$ cat src/hw/cpl_pkg.sv
// package for the converter protection limit register bank:
// command codes, limit table, reset values, status bit positions and carrier types.
// assumes the linear formats of the management bus with exponents fixed per command.
package cpl_pkg;

	// command codes
	localparam logic [7:0] CODE_VIN_ON = 8'h35;
	localparam logic [7:0] CODE_VIN_OFF = 8'h36;
	localparam logic [7:0] CODE_VOUT_OV_FAULT = 8'h40;
	localparam logic [7:0] CODE_VOUT_OV_ACTION = 8'h41;
	localparam logic [7:0] CODE_VOUT_OV_WARN = 8'h42;
	localparam logic [7:0] CODE_IOUT_OC_FAULT = 8'h46;
	localparam logic [7:0] CODE_IOUT_OC_ACTION = 8'h47;
	localparam logic [7:0] CODE_IOUT_OC_WARN = 8'h4a;
	localparam logic [7:0] CODE_OT_FAULT = 8'h4f;
	localparam logic [7:0] CODE_OT_ACTION = 8'h50;
	localparam logic [7:0] CODE_OT_WARN = 8'h51;
	localparam logic [7:0] CODE_VIN_OV_FAULT = 8'h55;
	localparam logic [7:0] CODE_VIN_OV_ACTION = 8'h56;
	localparam logic [7:0] CODE_GOOD_ON = 8'h5e;
	localparam logic [7:0] CODE_GOOD_OFF = 8'h5f;
	localparam logic [7:0] CODE_START_DELAY = 8'h60;
	localparam logic [7:0] CODE_RAMP_TIME = 8'h61;
	localparam logic [7:0] CODE_STATUS_WORD = 8'h79;
	localparam logic [7:0] CODE_STATUS_VOUT = 8'h7a;
	localparam logic [7:0] CODE_OUTPUT_CURRENT_STATUS = 8'h7b;

	// fixed fault action bytes
	localparam logic [7:0] VOUT_OV_ACTION_VAL = 8'hb8;
	localparam logic [7:0] IOUT_OC_ACTION_VAL = 8'hf8;
	localparam logic [7:0] OT_ACTION_VAL = 8'h80;
	localparam logic [7:0] VIN_OV_ACTION_VAL = 8'hc0;

	// index of each read/write limit word inside the limit array
	typedef enum logic [3:0] {
		L_VIN_ON, L_VIN_OFF, L_VOUT_OV_F, L_VOUT_OV_W, L_IOUT_OC_F, L_IOUT_OC_W,
		L_OT_F, L_OT_W, L_VIN_OV_F, L_GOOD_ON, L_GOOD_OFF, L_DELAY, L_RAMP
	} cpl_lim_t;
	localparam int LIM_COUNT = 13;

	// linear exponent fields
	localparam logic [4:0] EXP_VIN = 5'h1d;
	localparam logic [4:0] EXP_IOUT = 5'h1c;
	localparam logic [4:0] EXP_TEMP = 5'h1e;
	localparam logic [4:0] EXP_TIME = 5'h1f;

	// status bit positions
	localparam int SV_OV_FAULT = 7;
	localparam int SV_OV_WARN = 6;
	localparam int SI_OC_FAULT = 7;
	localparam int SI_OC_WARN = 5;
	localparam int SW_GOOD = 11;
	localparam int SW_VOUT = 15;
	localparam int SW_IOUT = 14;
	localparam int SW_INPUT = 13;
	localparam int SW_OFF = 6;
	localparam int SW_VOUT_OV = 5;
	localparam int SW_IOUT_OC = 4;
	localparam int SW_VIN_UV = 3;
	localparam int SW_TEMP = 2;
	localparam int SW_CML = 1;

	// time base: one count of the delay and ramp words is half a millisecond
	localparam int CLK_PERIOD_NS = 50;
	localparam int TIME_UNIT_NS = 500000;
	localparam int TIME_UNIT_CYCLES = TIME_UNIT_NS / CLK_PERIOD_NS;

	// measured quantities, each at the fixed exponent of its limit words
	typedef struct packed {
		logic [15:0] vin;
		logic [15:0] vout;
		logic [15:0] iout;
		logic [15:0] temp;
	} cpl_meas_t;

	// one command request from the bus transaction layer
	typedef struct packed {
		logic [7:0] code;
		logic wr;
		logic rd;
		logic [15:0] wdata;
	} cpl_cmd_t;

	// value after reset of each limit word
	function automatic logic [15:0] lim_reset(input cpl_lim_t i);
		case (i)
			L_VIN_ON: lim_reset = 16'he918;
			L_VIN_OFF: lim_reset = 16'he908;
			L_VOUT_OV_F: lim_reset = 16'hf000;
			L_VOUT_OV_W: lim_reset = 16'hf000;
			L_IOUT_OC_F: lim_reset = 16'he200;
			L_IOUT_OC_W: lim_reset = 16'he1b0;
			L_OT_F: lim_reset = 16'hf1f4;
			L_OT_W: lim_reset = 16'hf190;
			L_VIN_OV_F: lim_reset = 16'heb70;
			L_GOOD_ON: lim_reset = 16'hb000;
			L_GOOD_OFF: lim_reset = 16'h9000;
			L_DELAY: lim_reset = 16'hf828;
			L_RAMP: lim_reset = 16'hf828;
			default: lim_reset = 16'h0000;
		endcase
	endfunction

	// lower and upper accepted value; mantissa only for the 11-bit words
	function automatic logic [31:0] lim_range(input cpl_lim_t i);
		case (i)
			L_VIN_ON: lim_range = {16'h0108, 16'h0120};
			L_VIN_OFF: lim_range = {16'h00f8, 16'h0110};
			L_VOUT_OV_F, L_VOUT_OV_W: lim_range = {16'hb000, 16'hffff};
			L_IOUT_OC_F, L_IOUT_OC_W: lim_range = {16'h0140, 16'h0230};
			L_OT_F, L_OT_W: lim_range = {16'h0064, 16'h0230};
			L_VIN_OV_F: lim_range = {16'h0180, 16'h0370};
			L_GOOD_ON, L_GOOD_OFF: lim_range = {16'h8000, 16'hd333};
			L_DELAY: lim_range = {16'h000a, 16'h03e8};
			L_RAMP: lim_range = {16'h001e, 16'h03e8};
			default: lim_range = 32'h0000_0000;
		endcase
	endfunction

endpackage

$ cat src/hw/cpl_limit_bank.sv
// converter protection limit register bank: the command-addressed limit words, fault
// action bytes, sticky status bytes, power-good hysteresis and the start sequencer.
// assumes a transaction layer on CORE_CLK that delivers one decoded command at a time,
// and measurement words from the converter's sampling path on the same clock.
//
// Notes on behaviour
// input turn-on threshold word at 0x35, exponent -3, default 35 V, accepts 33..36 V
// input turn-off threshold word at 0x36, exponent -3, default 33 V, accepts 31..34 V
// host should keep the turn-on threshold above the turn-off threshold
// output overvoltage fault limit at 0x40, exponent -12, default 15 V, 11..16 V
// host keeps overvoltage fault limit above nominal output and warning limit
// output overvoltage fault action is read-only byte 0x41, value 0xb8
// output overvoltage warning limit at 0x42, exponent -12, default 15 V
// output overcurrent fault limit at 0x46, exponent -4, default 32 A, 20..35 A
// output overcurrent fault action is read-only byte 0x47, value 0xf8
// output overcurrent warning limit at 0x4a, exponent -4, default 27 A
// over-temperature fault limit at 0x4f, exponent -2, default 125 C
// over-temperature fault action is read-only byte 0x50, value 0x80
// temperature warning limit at 0x51, exponent -2, default 100 C, 25..140 C
// input overvoltage fault limit at 0x55, exponent -3, default 110 V, 48..110 V
// input overvoltage fault action is read-only byte 0x56, value 0xc0
// power-good bit 11 of the status word set when output reaches level 0x5e
// power-good bit cleared when output falls to level 0x5f, default 9 V
// wait programmed delay at 0x60, half-ms units, before starting the output rise
// ramp output over programmed rise time at 0x61, half-ms units
// read-only summary status word at 0x79
// output-voltage status byte at 0x7a, readable and writable
// output-current status byte at 0x7b, readable and writable
// output-voltage words are 16-bit unsigned mantissas at exponent -12
// other words: 11-bit signed mantissa low, 5-bit signed exponent high
// crossing a warning or fault limit sets a sticky status bit until cleared
`timescale 1ns/1ps

module cpl_limit_bank #(
	parameter int TIME_UNIT_CYCLES = cpl_pkg::TIME_UNIT_CYCLES
) (
	// clock and reset
	input wire logic CORE_CLK,
	input wire logic RST_N,
	// command port from the bus transaction layer
	input wire cpl_pkg::cpl_cmd_t CMD,
	input wire logic CLEAR_STATUS,
	output logic RSP_VALID,
	output logic RSP_ERR,
	output logic [15:0] RSP_RDATA,
	// measurements and on/off pin
	input wire cpl_pkg::cpl_meas_t MEAS,
	input wire logic ENABLE_PIN,
	// converter control and status
	output logic OUTPUT_GOOD,
	output logic RAMP_ACTIVE,
	output logic OUTPUT_ON,
	output logic [15:0] STATUS_WORD_OUT
);

	////////////////////////////////////////////////////////////////////////////////
	// helpers

	// maps a command code to a limit word index; bit 4 says the code is a limit word
	function automatic logic [4:0] code_to_lim(input logic [7:0] code);
		case (code)
			cpl_pkg::CODE_VIN_ON: code_to_lim = {1'b1, cpl_pkg::L_VIN_ON};
			cpl_pkg::CODE_VIN_OFF: code_to_lim = {1'b1, cpl_pkg::L_VIN_OFF};
			cpl_pkg::CODE_VOUT_OV_FAULT: code_to_lim = {1'b1, cpl_pkg::L_VOUT_OV_F};
			cpl_pkg::CODE_VOUT_OV_WARN: code_to_lim = {1'b1, cpl_pkg::L_VOUT_OV_W};
			cpl_pkg::CODE_IOUT_OC_FAULT: code_to_lim = {1'b1, cpl_pkg::L_IOUT_OC_F};
			cpl_pkg::CODE_IOUT_OC_WARN: code_to_lim = {1'b1, cpl_pkg::L_IOUT_OC_W};
			cpl_pkg::CODE_OT_FAULT: code_to_lim = {1'b1, cpl_pkg::L_OT_F};
			cpl_pkg::CODE_OT_WARN: code_to_lim = {1'b1, cpl_pkg::L_OT_W};
			cpl_pkg::CODE_VIN_OV_FAULT: code_to_lim = {1'b1, cpl_pkg::L_VIN_OV_F};
			cpl_pkg::CODE_GOOD_ON: code_to_lim = {1'b1, cpl_pkg::L_GOOD_ON};
			cpl_pkg::CODE_GOOD_OFF: code_to_lim = {1'b1, cpl_pkg::L_GOOD_OFF};
			cpl_pkg::CODE_START_DELAY: code_to_lim = {1'b1, cpl_pkg::L_DELAY};
			cpl_pkg::CODE_RAMP_TIME: code_to_lim = {1'b1, cpl_pkg::L_RAMP};
			default: code_to_lim = 5'h00;
		endcase
	endfunction

	// true for the output-voltage words, which carry no exponent field
	function automatic logic is_vout_word(input cpl_pkg::cpl_lim_t i);
		is_vout_word = (i == cpl_pkg::L_VOUT_OV_F) || (i == cpl_pkg::L_VOUT_OV_W) ||
			(i == cpl_pkg::L_GOOD_ON) || (i == cpl_pkg::L_GOOD_OFF);
	endfunction

	// exponent field that an 11-bit word must carry
	function automatic logic [4:0] lim_exp(input cpl_pkg::cpl_lim_t i);
		case (i)
			cpl_pkg::L_VIN_ON, cpl_pkg::L_VIN_OFF, cpl_pkg::L_VIN_OV_F:
				lim_exp = cpl_pkg::EXP_VIN;
			cpl_pkg::L_IOUT_OC_F, cpl_pkg::L_IOUT_OC_W: lim_exp = cpl_pkg::EXP_IOUT;
			cpl_pkg::L_OT_F, cpl_pkg::L_OT_W: lim_exp = cpl_pkg::EXP_TEMP;
			default: lim_exp = cpl_pkg::EXP_TIME;
		endcase
	endfunction

	// range and format check of a written word; the exponent cannot be altered
	function automatic logic write_ok(input cpl_pkg::cpl_lim_t i, input logic [15:0] w);
		logic [31:0] r;
		r = cpl_pkg::lim_range(i);
		if (is_vout_word(i)) begin
			write_ok = (w >= r[31:16]) && (w <= r[15:0]);
		end else begin
			write_ok = (w[15:11] == lim_exp(i)) && (w[10] == 1'b0) &&
				({5'h00, w[10:0]} >= r[31:16]) && ({5'h00, w[10:0]} <= r[15:0]);
		end
	endfunction

	// signed compare a >= b of two 11-bit mantissas sharing one exponent
	function automatic logic mant_ge(input logic [15:0] a, input logic [15:0] b);
		mant_ge = $signed(a[10:0]) >= $signed(b[10:0]);
	endfunction

	////////////////////////////////////////////////////////////////////////////////
	// request decode

	logic [4:0] lim_hit;
	cpl_pkg::cpl_lim_t lim_idx;
	logic lim_wr_ok;
	logic stat_wr;
	logic cmd_known;

	assign lim_hit = code_to_lim(CMD.code);
	assign lim_idx = cpl_pkg::cpl_lim_t'(lim_hit[3:0]);
	assign lim_wr_ok = CMD.wr && lim_hit[4] && write_ok(lim_idx, CMD.wdata);
	assign stat_wr = CMD.wr && ((CMD.code == cpl_pkg::CODE_STATUS_VOUT) ||
		(CMD.code == cpl_pkg::CODE_OUTPUT_CURRENT_STATUS));

	// codes that exist for a read; fault action bytes and the status word only read
	always_comb begin
		case (CMD.code)
			cpl_pkg::CODE_VOUT_OV_ACTION, cpl_pkg::CODE_IOUT_OC_ACTION,
			cpl_pkg::CODE_OT_ACTION, cpl_pkg::CODE_VIN_OV_ACTION,
			cpl_pkg::CODE_STATUS_WORD, cpl_pkg::CODE_STATUS_VOUT,
			cpl_pkg::CODE_OUTPUT_CURRENT_STATUS: cmd_known = 1'b1;
			default: cmd_known = lim_hit[4];
		endcase
	end

	////////////////////////////////////////////////////////////////////////////////
	// limit words

	logic [15:0] lim_q [0:cpl_pkg::LIM_COUNT-1];

	// an out-of-range or wrongly scaled write leaves the old value in place
	always_ff @(posedge CORE_CLK) begin
		if (!RST_N) begin
			for (int i = 0; i < cpl_pkg::LIM_COUNT; i++) begin
				lim_q[i] <= cpl_pkg::lim_reset(cpl_pkg::cpl_lim_t'(i[3:0]));
			end
		end else if (lim_wr_ok) begin
			lim_q[lim_idx] <= CMD.wdata;
		end
	end

	////////////////////////////////////////////////////////////////////////////////
	// live comparisons against the limits

	logic vout_ov_fault;
	logic vout_ov_warn;
	logic iout_oc_fault;
	logic iout_oc_warn;
	logic ot_fault;
	logic ot_warn;
	logic vin_ov_fault;
	logic vin_above_on;
	logic vin_below_off;

	assign vout_ov_fault = MEAS.vout >= lim_q[cpl_pkg::L_VOUT_OV_F];
	assign vout_ov_warn = MEAS.vout >= lim_q[cpl_pkg::L_VOUT_OV_W];
	assign iout_oc_fault = mant_ge(MEAS.iout, lim_q[cpl_pkg::L_IOUT_OC_F]);
	assign iout_oc_warn = mant_ge(MEAS.iout, lim_q[cpl_pkg::L_IOUT_OC_W]);
	assign ot_fault = mant_ge(MEAS.temp, lim_q[cpl_pkg::L_OT_F]);
	assign ot_warn = mant_ge(MEAS.temp, lim_q[cpl_pkg::L_OT_W]);
	assign vin_ov_fault = mant_ge(MEAS.vin, lim_q[cpl_pkg::L_VIN_OV_F]);
	assign vin_above_on = mant_ge(MEAS.vin, lim_q[cpl_pkg::L_VIN_ON]);
	assign vin_below_off = mant_ge(lim_q[cpl_pkg::L_VIN_OFF], MEAS.vin);

	////////////////////////////////////////////////////////////////////////////////
	// undervoltage lockout and power-good hysteresis

	logic vin_ok_q;
	logic good_q;

	// the gap between the two thresholds is the lockout hysteresis
	always_ff @(posedge CORE_CLK) begin
		if (!RST_N) begin
			vin_ok_q <= 1'b0;
		end else if (vin_below_off) begin
			vin_ok_q <= 1'b0;
		end else if (vin_above_on) begin
			vin_ok_q <= 1'b1;
		end
	end

	// negate wins when the levels overlap, so a misprogrammed pair cannot chatter high
	always_ff @(posedge CORE_CLK) begin
		if (!RST_N) begin
			good_q <= 1'b0;
		end else if (MEAS.vout <= lim_q[cpl_pkg::L_GOOD_OFF]) begin
			good_q <= 1'b0;
		end else if (MEAS.vout >= lim_q[cpl_pkg::L_GOOD_ON]) begin
			good_q <= 1'b1;
		end
	end

	////////////////////////////////////////////////////////////////////////////////
	// sticky status bits

	logic [7:0] stat_vout_q;
	logic [7:0] stat_iout_q;
	logic ot_fault_q;
	logic ot_warn_q;
	logic vin_ov_q;
	logic vin_uv_q;
	logic cml_q;
	logic [7:0] vout_set;
	logic [7:0] iout_set;
	logic [7:0] vout_clr;
	logic [7:0] iout_clr;

	always_comb begin
		vout_set = 8'h00;
		iout_set = 8'h00;
		vout_set[cpl_pkg::SV_OV_FAULT] = vout_ov_fault;
		vout_set[cpl_pkg::SV_OV_WARN] = vout_ov_warn;
		iout_set[cpl_pkg::SI_OC_FAULT] = iout_oc_fault;
		iout_set[cpl_pkg::SI_OC_WARN] = iout_oc_warn;
		vout_clr = 8'h00;
		iout_clr = 8'h00;
		if (CLEAR_STATUS) begin
			vout_clr = 8'hff;
			iout_clr = 8'hff;
		end else if (stat_wr && (CMD.code == cpl_pkg::CODE_STATUS_VOUT)) begin
			vout_clr = CMD.wdata[7:0];
		end else if (stat_wr) begin
			iout_clr = CMD.wdata[7:0];
		end
	end

	// writing a one clears a bit; a condition present in that cycle sets it again
	always_ff @(posedge CORE_CLK) begin
		if (!RST_N) begin
			stat_vout_q <= 8'h00;
			stat_iout_q <= 8'h00;
		end else begin
			stat_vout_q <= (stat_vout_q & ~vout_clr) | vout_set;
			stat_iout_q <= (stat_iout_q & ~iout_clr) | iout_set;
		end
	end

	// input, temperature and command-error flags clear only on the clear strobe
	always_ff @(posedge CORE_CLK) begin
		if (!RST_N) begin
			ot_fault_q <= 1'b0;
			ot_warn_q <= 1'b0;
			vin_ov_q <= 1'b0;
			vin_uv_q <= 1'b0;
			cml_q <= 1'b0;
		end else begin
			ot_fault_q <= (ot_fault_q & ~CLEAR_STATUS) | ot_fault;
			ot_warn_q <= (ot_warn_q & ~CLEAR_STATUS) | ot_warn;
			vin_ov_q <= (vin_ov_q & ~CLEAR_STATUS) | vin_ov_fault;
			vin_uv_q <= (vin_uv_q & ~CLEAR_STATUS) | (OUTPUT_ON & vin_below_off);
			cml_q <= (cml_q & ~CLEAR_STATUS) | (RSP_VALID & RSP_ERR);
		end
	end

	////////////////////////////////////////////////////////////////////////////////
	// start sequencer

	typedef enum logic [1:0] {SEQ_OFF, SEQ_DELAY, SEQ_RISE, SEQ_ON} cpl_seq_t;

	cpl_seq_t seq_q;
	logic en_meta_q;
	logic en_q;
	logic [15:0] unit_cnt_q;
	logic [10:0] time_cnt_q;
	logic unit_tick;
	logic shut;
	logic start_ok;

	// the on/off pin is asynchronous to the core clock
	always_ff @(posedge CORE_CLK) begin
		if (!RST_N) begin
			en_meta_q <= 1'b0;
			en_q <= 1'b0;
		end else begin
			en_meta_q <= ENABLE_PIN;
			en_q <= en_meta_q;
		end
	end

	// every fault action shuts the unit down; the restart comes once the fault is gone
	assign shut = (vout_ov_fault && (cpl_pkg::VOUT_OV_ACTION_VAL[7:6] != 2'b00)) ||
		(iout_oc_fault && (cpl_pkg::IOUT_OC_ACTION_VAL[7:6] != 2'b00)) ||
		(ot_fault && (cpl_pkg::OT_ACTION_VAL[7:6] != 2'b00)) ||
		(vin_ov_fault && (cpl_pkg::VIN_OV_ACTION_VAL[7:6] != 2'b00));
	assign start_ok = en_q && vin_ok_q && !shut;
	assign unit_tick = unit_cnt_q == 16'(TIME_UNIT_CYCLES - 1);

	// half-millisecond prescaler, restarted at each phase so a phase is never short
	always_ff @(posedge CORE_CLK) begin
		if (!RST_N) begin
			unit_cnt_q <= 16'h0000;
		end else if (seq_q == SEQ_OFF || seq_q == SEQ_ON || unit_tick) begin
			unit_cnt_q <= 16'h0000;
		end else begin
			unit_cnt_q <= unit_cnt_q + 16'h0001;
		end
	end

	// delay then ramp, each counted in half-millisecond units of its mantissa
	always_ff @(posedge CORE_CLK) begin
		if (!RST_N) begin
			seq_q <= SEQ_OFF;
			time_cnt_q <= 11'h000;
		end else if (!start_ok) begin
			seq_q <= SEQ_OFF;
			time_cnt_q <= 11'h000;
		end else begin
			case (seq_q)
				SEQ_OFF: begin
					seq_q <= SEQ_DELAY;
					time_cnt_q <= 11'h000;
				end
				SEQ_DELAY: begin
					if (unit_tick && time_cnt_q + 11'h001 >= lim_q[cpl_pkg::L_DELAY][10:0]) begin
						seq_q <= SEQ_RISE;
						time_cnt_q <= 11'h000;
					end else if (unit_tick) begin
						time_cnt_q <= time_cnt_q + 11'h001;
					end
				end
				SEQ_RISE: begin
					if (unit_tick && time_cnt_q + 11'h001 >= lim_q[cpl_pkg::L_RAMP][10:0]) begin
						seq_q <= SEQ_ON;
						time_cnt_q <= 11'h000;
					end else if (unit_tick) begin
						time_cnt_q <= time_cnt_q + 11'h001;
					end
				end
				SEQ_ON: seq_q <= SEQ_ON;
				default: seq_q <= SEQ_OFF;
			endcase
		end
	end

	////////////////////////////////////////////////////////////////////////////////
	// status word and read answers

	logic [15:0] status_word;

	always_comb begin
		status_word = 16'h0000;
		status_word[cpl_pkg::SW_GOOD] = good_q;
		status_word[cpl_pkg::SW_VOUT] = |stat_vout_q;
		status_word[cpl_pkg::SW_IOUT] = |stat_iout_q;
		status_word[cpl_pkg::SW_INPUT] = vin_ov_q | vin_uv_q;
		status_word[cpl_pkg::SW_OFF] = seq_q != SEQ_ON;
		status_word[cpl_pkg::SW_VOUT_OV] = stat_vout_q[cpl_pkg::SV_OV_FAULT];
		status_word[cpl_pkg::SW_IOUT_OC] = stat_iout_q[cpl_pkg::SI_OC_FAULT];
		status_word[cpl_pkg::SW_VIN_UV] = vin_uv_q;
		status_word[cpl_pkg::SW_TEMP] = ot_fault_q | ot_warn_q;
		status_word[cpl_pkg::SW_CML] = cml_q;
	end

	// every request is answered on the next edge; refused writes and unknown codes err
	always_ff @(posedge CORE_CLK) begin
		if (!RST_N) begin
			RSP_VALID <= 1'b0;
			RSP_ERR <= 1'b0;
			RSP_RDATA <= 16'h0000;
		end else begin
			RSP_VALID <= CMD.wr | CMD.rd;
			RSP_ERR <= (CMD.rd && !cmd_known) || (CMD.wr && !lim_wr_ok && !stat_wr);
			if (CMD.rd) begin
				case (CMD.code)
					cpl_pkg::CODE_VOUT_OV_ACTION:
						RSP_RDATA <= {8'h00, cpl_pkg::VOUT_OV_ACTION_VAL};
					cpl_pkg::CODE_IOUT_OC_ACTION:
						RSP_RDATA <= {8'h00, cpl_pkg::IOUT_OC_ACTION_VAL};
					cpl_pkg::CODE_OT_ACTION: RSP_RDATA <= {8'h00, cpl_pkg::OT_ACTION_VAL};
					cpl_pkg::CODE_VIN_OV_ACTION:
						RSP_RDATA <= {8'h00, cpl_pkg::VIN_OV_ACTION_VAL};
					cpl_pkg::CODE_STATUS_WORD: RSP_RDATA <= status_word;
					cpl_pkg::CODE_STATUS_VOUT: RSP_RDATA <= {8'h00, stat_vout_q};
					cpl_pkg::CODE_OUTPUT_CURRENT_STATUS: RSP_RDATA <= {8'h00, stat_iout_q};
					default: RSP_RDATA <= lim_hit[4] ? lim_q[lim_idx] : 16'h0000;
				endcase
			end
		end
	end

	// converter-facing outputs, all from flip-flops
	always_ff @(posedge CORE_CLK) begin
		if (!RST_N) begin
			OUTPUT_GOOD <= 1'b0;
			RAMP_ACTIVE <= 1'b0;
			OUTPUT_ON <= 1'b0;
			STATUS_WORD_OUT <= 16'h0000;
		end else begin
			OUTPUT_GOOD <= good_q;
			RAMP_ACTIVE <= seq_q == SEQ_RISE;
			OUTPUT_ON <= seq_q == SEQ_RISE || seq_q == SEQ_ON;
			STATUS_WORD_OUT <= status_word;
		end
	end

endmodule

$ cat config.mk
export PLATFORM = sky130hd
export DESIGN_NAME = cpl_limit_bank
export DESIGN_NICKNAME = d
export VERILOG_FILES = /design/src/hw/cpl_pkg.sv /design/src/hw/cpl_limit_bank.sv
export SDC_FILE = /design/constraint.sdc
export NUM_CORES = 1
export LEC_CHECK = 0
export BUFFER_PORTS_ARGS = -buffer_cell sky130_fd_sc_hd__buf_2
export CAP_MARGIN = 20
export CORE_MARGIN = 3
export CORE_UTILIZATION = 35
export CTS_CLUSTER_DIAMETER = 30
export DETAILED_ROUTE_END_ITERATION = 8
export HOLD_SLACK_MARGIN = 0.1
export SLEW_MARGIN = 15
export SYNTH_ARGS = -nofsm -noshare
export SYNTH_HDL_FRONTEND = slang
export SYNTH_SLANG_ARGS = --single-unit
$ cat constraint.sdc
create_clock -name CORE_CLK -period 7.65 [get_ports CORE_CLK]
set_input_delay 0.3825 -clock CORE_CLK [delete_from_list [all_inputs] [get_ports CORE_CLK]]
set_output_delay 0.3825 -clock CORE_CLK [all_outputs]
set_load 0.005 [all_outputs]
**Yosys cells after proc, flatten, opt, wreduce, memory -nomap -nowiden**

Memory sizes are Yosys's and may differ from the RTL's.
Cells that the tools add are included.

- Register bits after elaboration: 91
- Memory bits (read-only): 432
- Bits in latches: 0
- Output and inout port bits: 37
- Input port bits: 94
- Memories: 2
- Bits in writable memories: 208
- Word-level logic and storage cells: 187

- Div/mod/pow operators: 0
- Bitwise operators: 24
- Reductions and logical operators: 45
- Shift operators: 0
- Equal/unequal tests: 38
- $add $sub $neg: 2
- $mul: 0
- $lt $le $gt $ge: 17
- Mux-type cells: 37

Memories:

| memory | words | bits a word | rd ports | clocked after memory_dff | write ports | RTL line | source |
|---|---|---|---|---|---|---|---|
| (no name shown) | 16 | 27 | 1 | 0 | 0 | cpl_pkg.sv:106 | `case (i)` |
| lim_q | 13 | 16 | 14 | 0 | 13 | cpl_limit_bank.sv:142 | `logic [15:0] lim_q [0:cpl_pkg::LIM_COUNT-1];` |

Operators by type and width:

| operator | count |
|---|---|
| $mux W16 | 13 |
| $eq A8 B7 Y1 const B | 18 |
| $pmux W16 S7 | 1 |
| $ge A11 B11 Y1 | 9 |
| $pmux W5 S13 | 1 |
| $ge A16 B16 Y1 | 4 |
| $mux W8 | 5 |
| $mux W11 | 3 |
| $pmux W11 S3 | 1 |
| $le A16 B16 Y1 | 2 |
| $add A16 B1 Y16 const B | 1 |
| $and A8 B8 Y8 | 2 |
| $eq A16 B14 Y1 const B | 1 |
| $eq A4 B3 Y1 const B | 4 |
| $eq A8 B6 Y1 const B | 2 |
| $ge A11 B16 Y1 | 1 |
| $le A11 B16 Y1 | 1 |
| $not A8 Y8 | 2 |
| $or A8 B8 Y8 | 2 |
| $reduce_or A16 Y1 | 1 |
| $reduce_or A8 Y1 | 2 |
| $logic_and A1 B1 Y1 | 15 |
| $eq A4 B4 Y1 const B | 3 |
| $add A11 B1 Y11 const B | 1 |
| other kinds (24) | 68 |

**Longest topological paths before layout**

- Depth in word-level cells: 18
- Mapped depth: 26
- Mapped depth without buffers: 18

**Worst setup path before layout**

No wires, ideal clock.

- Path type: input port to flip-flop
- From: in CMD[20] (netlist bit)
- To: mem lim_q[6][0], enable pin
- Arrival time: 5,408 ps
- Setup slack: 1,877 ps
- Stages: 25
- Library setup time: 365 ps
- Cells stage by stage: clkbuf_1 clkbuf_1 or3_1 a2111oi_0 a21o_1 buf_2 inv_2 clkbuf_1 buf_1 ha_1 clkbuf_1 clkbuf_1 nand2_1 o21ai_0 nand2_1 ha_1 nand4_1 nor3_1 nor4_1 o31a_1 or3_1 clkbuf_1 a211oi_4 buf_2 a21bo_1

RTL lines:

| what | RTL line | source |
|---|---|---|
| start, declared | cpl_limit_bank.sv:41 | `input wire cpl_pkg::cpl_cmd_t CMD,` |
| end, declared | cpl_limit_bank.sv:142 |  |

==> run summary <==
most area-consuming cells after synthesis -> edfxtp_1, ha_1, dfxtp_1
synthesized instance count -> 1983
worst r2r src -> time_cnt_q[0]
Max IR drop VDD -> 0.160 mV
Tightest Pin Transition -> 1.02 ns
largest family of logic cells by synthesized area -> simple AND/OR/NAND/NOR gates
wire per inst -> 24.5 µm
largest net degree at the start of global routing -> 75
worst hold-check path type -> in2reg
vias in the first global route -> 16300
Starting Density -> 35.6%
hold_buf cts -> 4
met2 Track Usage GR -> 37.1%
Final Skew -> 0.0330 ns
syn avg cell area -> 9.71 µm²
worst hold slack -> 0.133 ns
Max transition margin -> 31.1%
met1 Use GR -> 32.9%
Seq/Total Area, Yosys -> 43.7%
fin nets -> 2425
buffers added on ports -> 109
count leader, synth -> edfxtp_1
Setup crit end -> lim_q[8][9]
Slew Viols, Final -> 0
clk root buf -> clkbuf_16
Synth cell types -> 81
CTS resizes -> 0
Sink Count -> 308
initial antenna violation count -> 0
critical path startpoint category -> input port
crit path from -> CMD[19]
CTS tree -> done
Filler cells -> 5116
register area -> 8410 µm²
FF+latch count, synth -> 308
Main synth FF type -> edfxtp_1
mux contribution to synthesized area -> 1.07%
CORE AREA -> 54100 µm²
DRC -> 0
most instantiated cells after synthesis -> edfxtp_1, ha_1, nand2_1, inv_1, and3_1
H-tree depth -> 3
run status -> finished, final reports clean
hpwl dp -> 51900 µm
PwrDens -> 250 nW/µm²
layout cell share with drive strength beyond 1 -> 14.3%
Routability Congestion -> 1.01
gr ovfl total -> 0
clk slew on worst S/H paths -> 0.04 ns
cell row count -> 85
first-pass GRT wire length -> 103000 µm
Worst setup EP type -> register
CTS Buf Count -> 78
Arrival @ worst endpoint -> 6.39 ns
vias post-DR -> 16700
reg2reg path depth -> 14
final WL -> 70600 µm
GRT Total Usage -> 24.1%
Setup Buffers After CTS -> 0
multi-input combinational cell area -> 9770 µm²
Top Usage Layer GRT -> met2
maxcap violations -> 0
overall power -> 5.85 mW
CTS max path bufs -> 3
unrepaired setup endpoints after global routing -> false
FFs w/ async S/R, synth -> 0%
final hold violations -> 0
post-synthesis compound-gate area fraction -> 15.8%
First DRT Iteration DRCs -> 1895
vias per inst -> 5.77
Adder-Cell Fraction of Synth Area -> 13.3%
Synth top area share -> 34.9%
setup violators final -> 0
I/O Pins -> 131
Post-synth EDFFs -> 224
Syn. warnings -> 0
simple-gate area share of the yosys netlist -> 18.7%
Worst EP required -> 7.88 ns
Crit Path Category -> in2reg
die area -> 57900 µm²
Die Y -> 241 µm
GR Layer Usage met3 -> 5.09%
largest area contributor in the netlist -> edfxtp_1
CP max FO -> 25
Ant. Diodes -> 0
Final Critical Period -> 6.16 ns
flop2flop setup slack -> 3.78 ns
FMAX -> 0.162 GHz
total negative slack -> 0 ns
die width -> 241 µm
Antenna Nets Post-Route -> 0
Leakage -> 9.86 nW
worst r2r dst -> time_cnt_q[3]
Synth-to-Final Area Change -> 21.6%
First-pass DRT Iterations -> 6
XOR/XNOR share of the synthesized area -> 1.05%
Final Cycle Share -> 80.5%
clock latency on the worst-skew pair -> 0.62 ns
synthesized area -> 19300 µm²
[power by group]
| group | internal [mW] | switching, mW | total (mW) |
|---|---|---|---|
| registers | 1.87 | 0.0591 | 1.93 |
| clock network | 2.30 | 1.14 | 3.44 |
| logic | 0.168 | 0.312 | 0.479 |
| total | 4.34 | 1.51 | 5.85 |
[through the flow]
stage	instances	instance area (µm²)	utilization, %	worst slack (ns)
after floorplan	2015	19400	-	1.88
after global placement	2736	20600	38.0	1.14
after detailed placement	2737	20600	38.0	0.986
after CTS	2885	23400	43.3	1.63
after global routing	2886	23400	43.3	1.25
final	2886	23400	43.3	1.49
[cells by family (layout without fill, tap and decap cells)]
logic type      count (synthesis)  count (layout)
mux                            20              20
fa+ha+maj                     205             205
buf+inv                       313             488
compound gates                432             432
xor+xnor                       23              23
simple gates                  680             680
other cells                     2              34
flops                         308             308
[state kept, by name, summed over array words and instances, names as in the netlist, 2 cells and up]
| signal | flops |
|---|---|
| seq_q | 2 |
| RSP_RDATA | 16 |
| unit_cnt_q | 16 |
| STATUS_WORD_OUT | 10 |
| stat_iout_q | 8 |
| stat_vout_q | 8 |
| time_cnt_q | 11 |
| lim_q | 224 |
[routing by layer]
layer  wire length, µm  vias to the layer above
met5                 0                        -
met2             31000                      910
met4              3190                        0
met3              6920                      163
met1             29500                     8030
li1                  -                     7555
[placed cells by master, fill, tap and decap left out, types with 15 or more instances in the layout]
master and instances:
nand4_1 31, conb_1 34, inv_1 194, nand2_1 201
nand3_1 67, a21o_1 18, o211ai_1 41, nand2b_1 18
a31oi_1 28, nor3_1 28, ha_1 204, buf_2 110
nor2_1 81, and2_1 27, a21oi_1 68, dfxtp_1 84
o21ai_0 83, clkbuf_16 78, edfxtp_1 224, and3_1 93
nand3b_1 24, nor2b_1 38, mux2i_1 15, buf_4 34
a32oi_1 18, nor4_1 16, o21a_1 32
[worst max-delay path: stages]
cell      delay, ns
buf_2          0.38
nor4b_2        0.14
nand2_1        0.14
o21ai_1        0.09
buf_4          0.19
or2_2          0.30
inv_2          0.36
ha_1           0.81
and3_1         0.48
nor2_1         0.10
ha_1           0.31
nor2b_1        0.13
o211ai_1       0.08
a31oi_1        0.22
nor4_1         0.09
o31a_1         0.32
or3_1          0.60
a211oi_2       0.26
buf_4          0.26
nand2b_1       0.72
[how the worst min path moves through the flow]
stage | from | endpoint | slack [ns] | cells past startpoint
4_1_cts | CMD[13] | lim_q[14][13] | 0.11 | 1
2_1_floorplan | en_meta_q | en_q | 0.41 | 1
6_report | CMD[13] | lim_q[14][13] | 0.13 | 1
5_1_grt | CMD[13] | lim_q[14][13] | 0.11 | 1
3_3_place_gp | en_meta_q | en_q | 0.42 | 1
3_5_place_dp | en_meta_q | en_q | 0.42 | 1
[final cells by class]
type / count / share of cell area, %
multi-input combinational: 1394 / 41.7
sequential: 308 / 35.9
clock buffer: 91 / 8.80
tap: 696 / 3.72
timing repair buffer: 148 / 3.61
inverter: 196 / 3.14
clock inverter: 53 / 3.13
No activity file was read; power rests on OpenSTA's default activity.
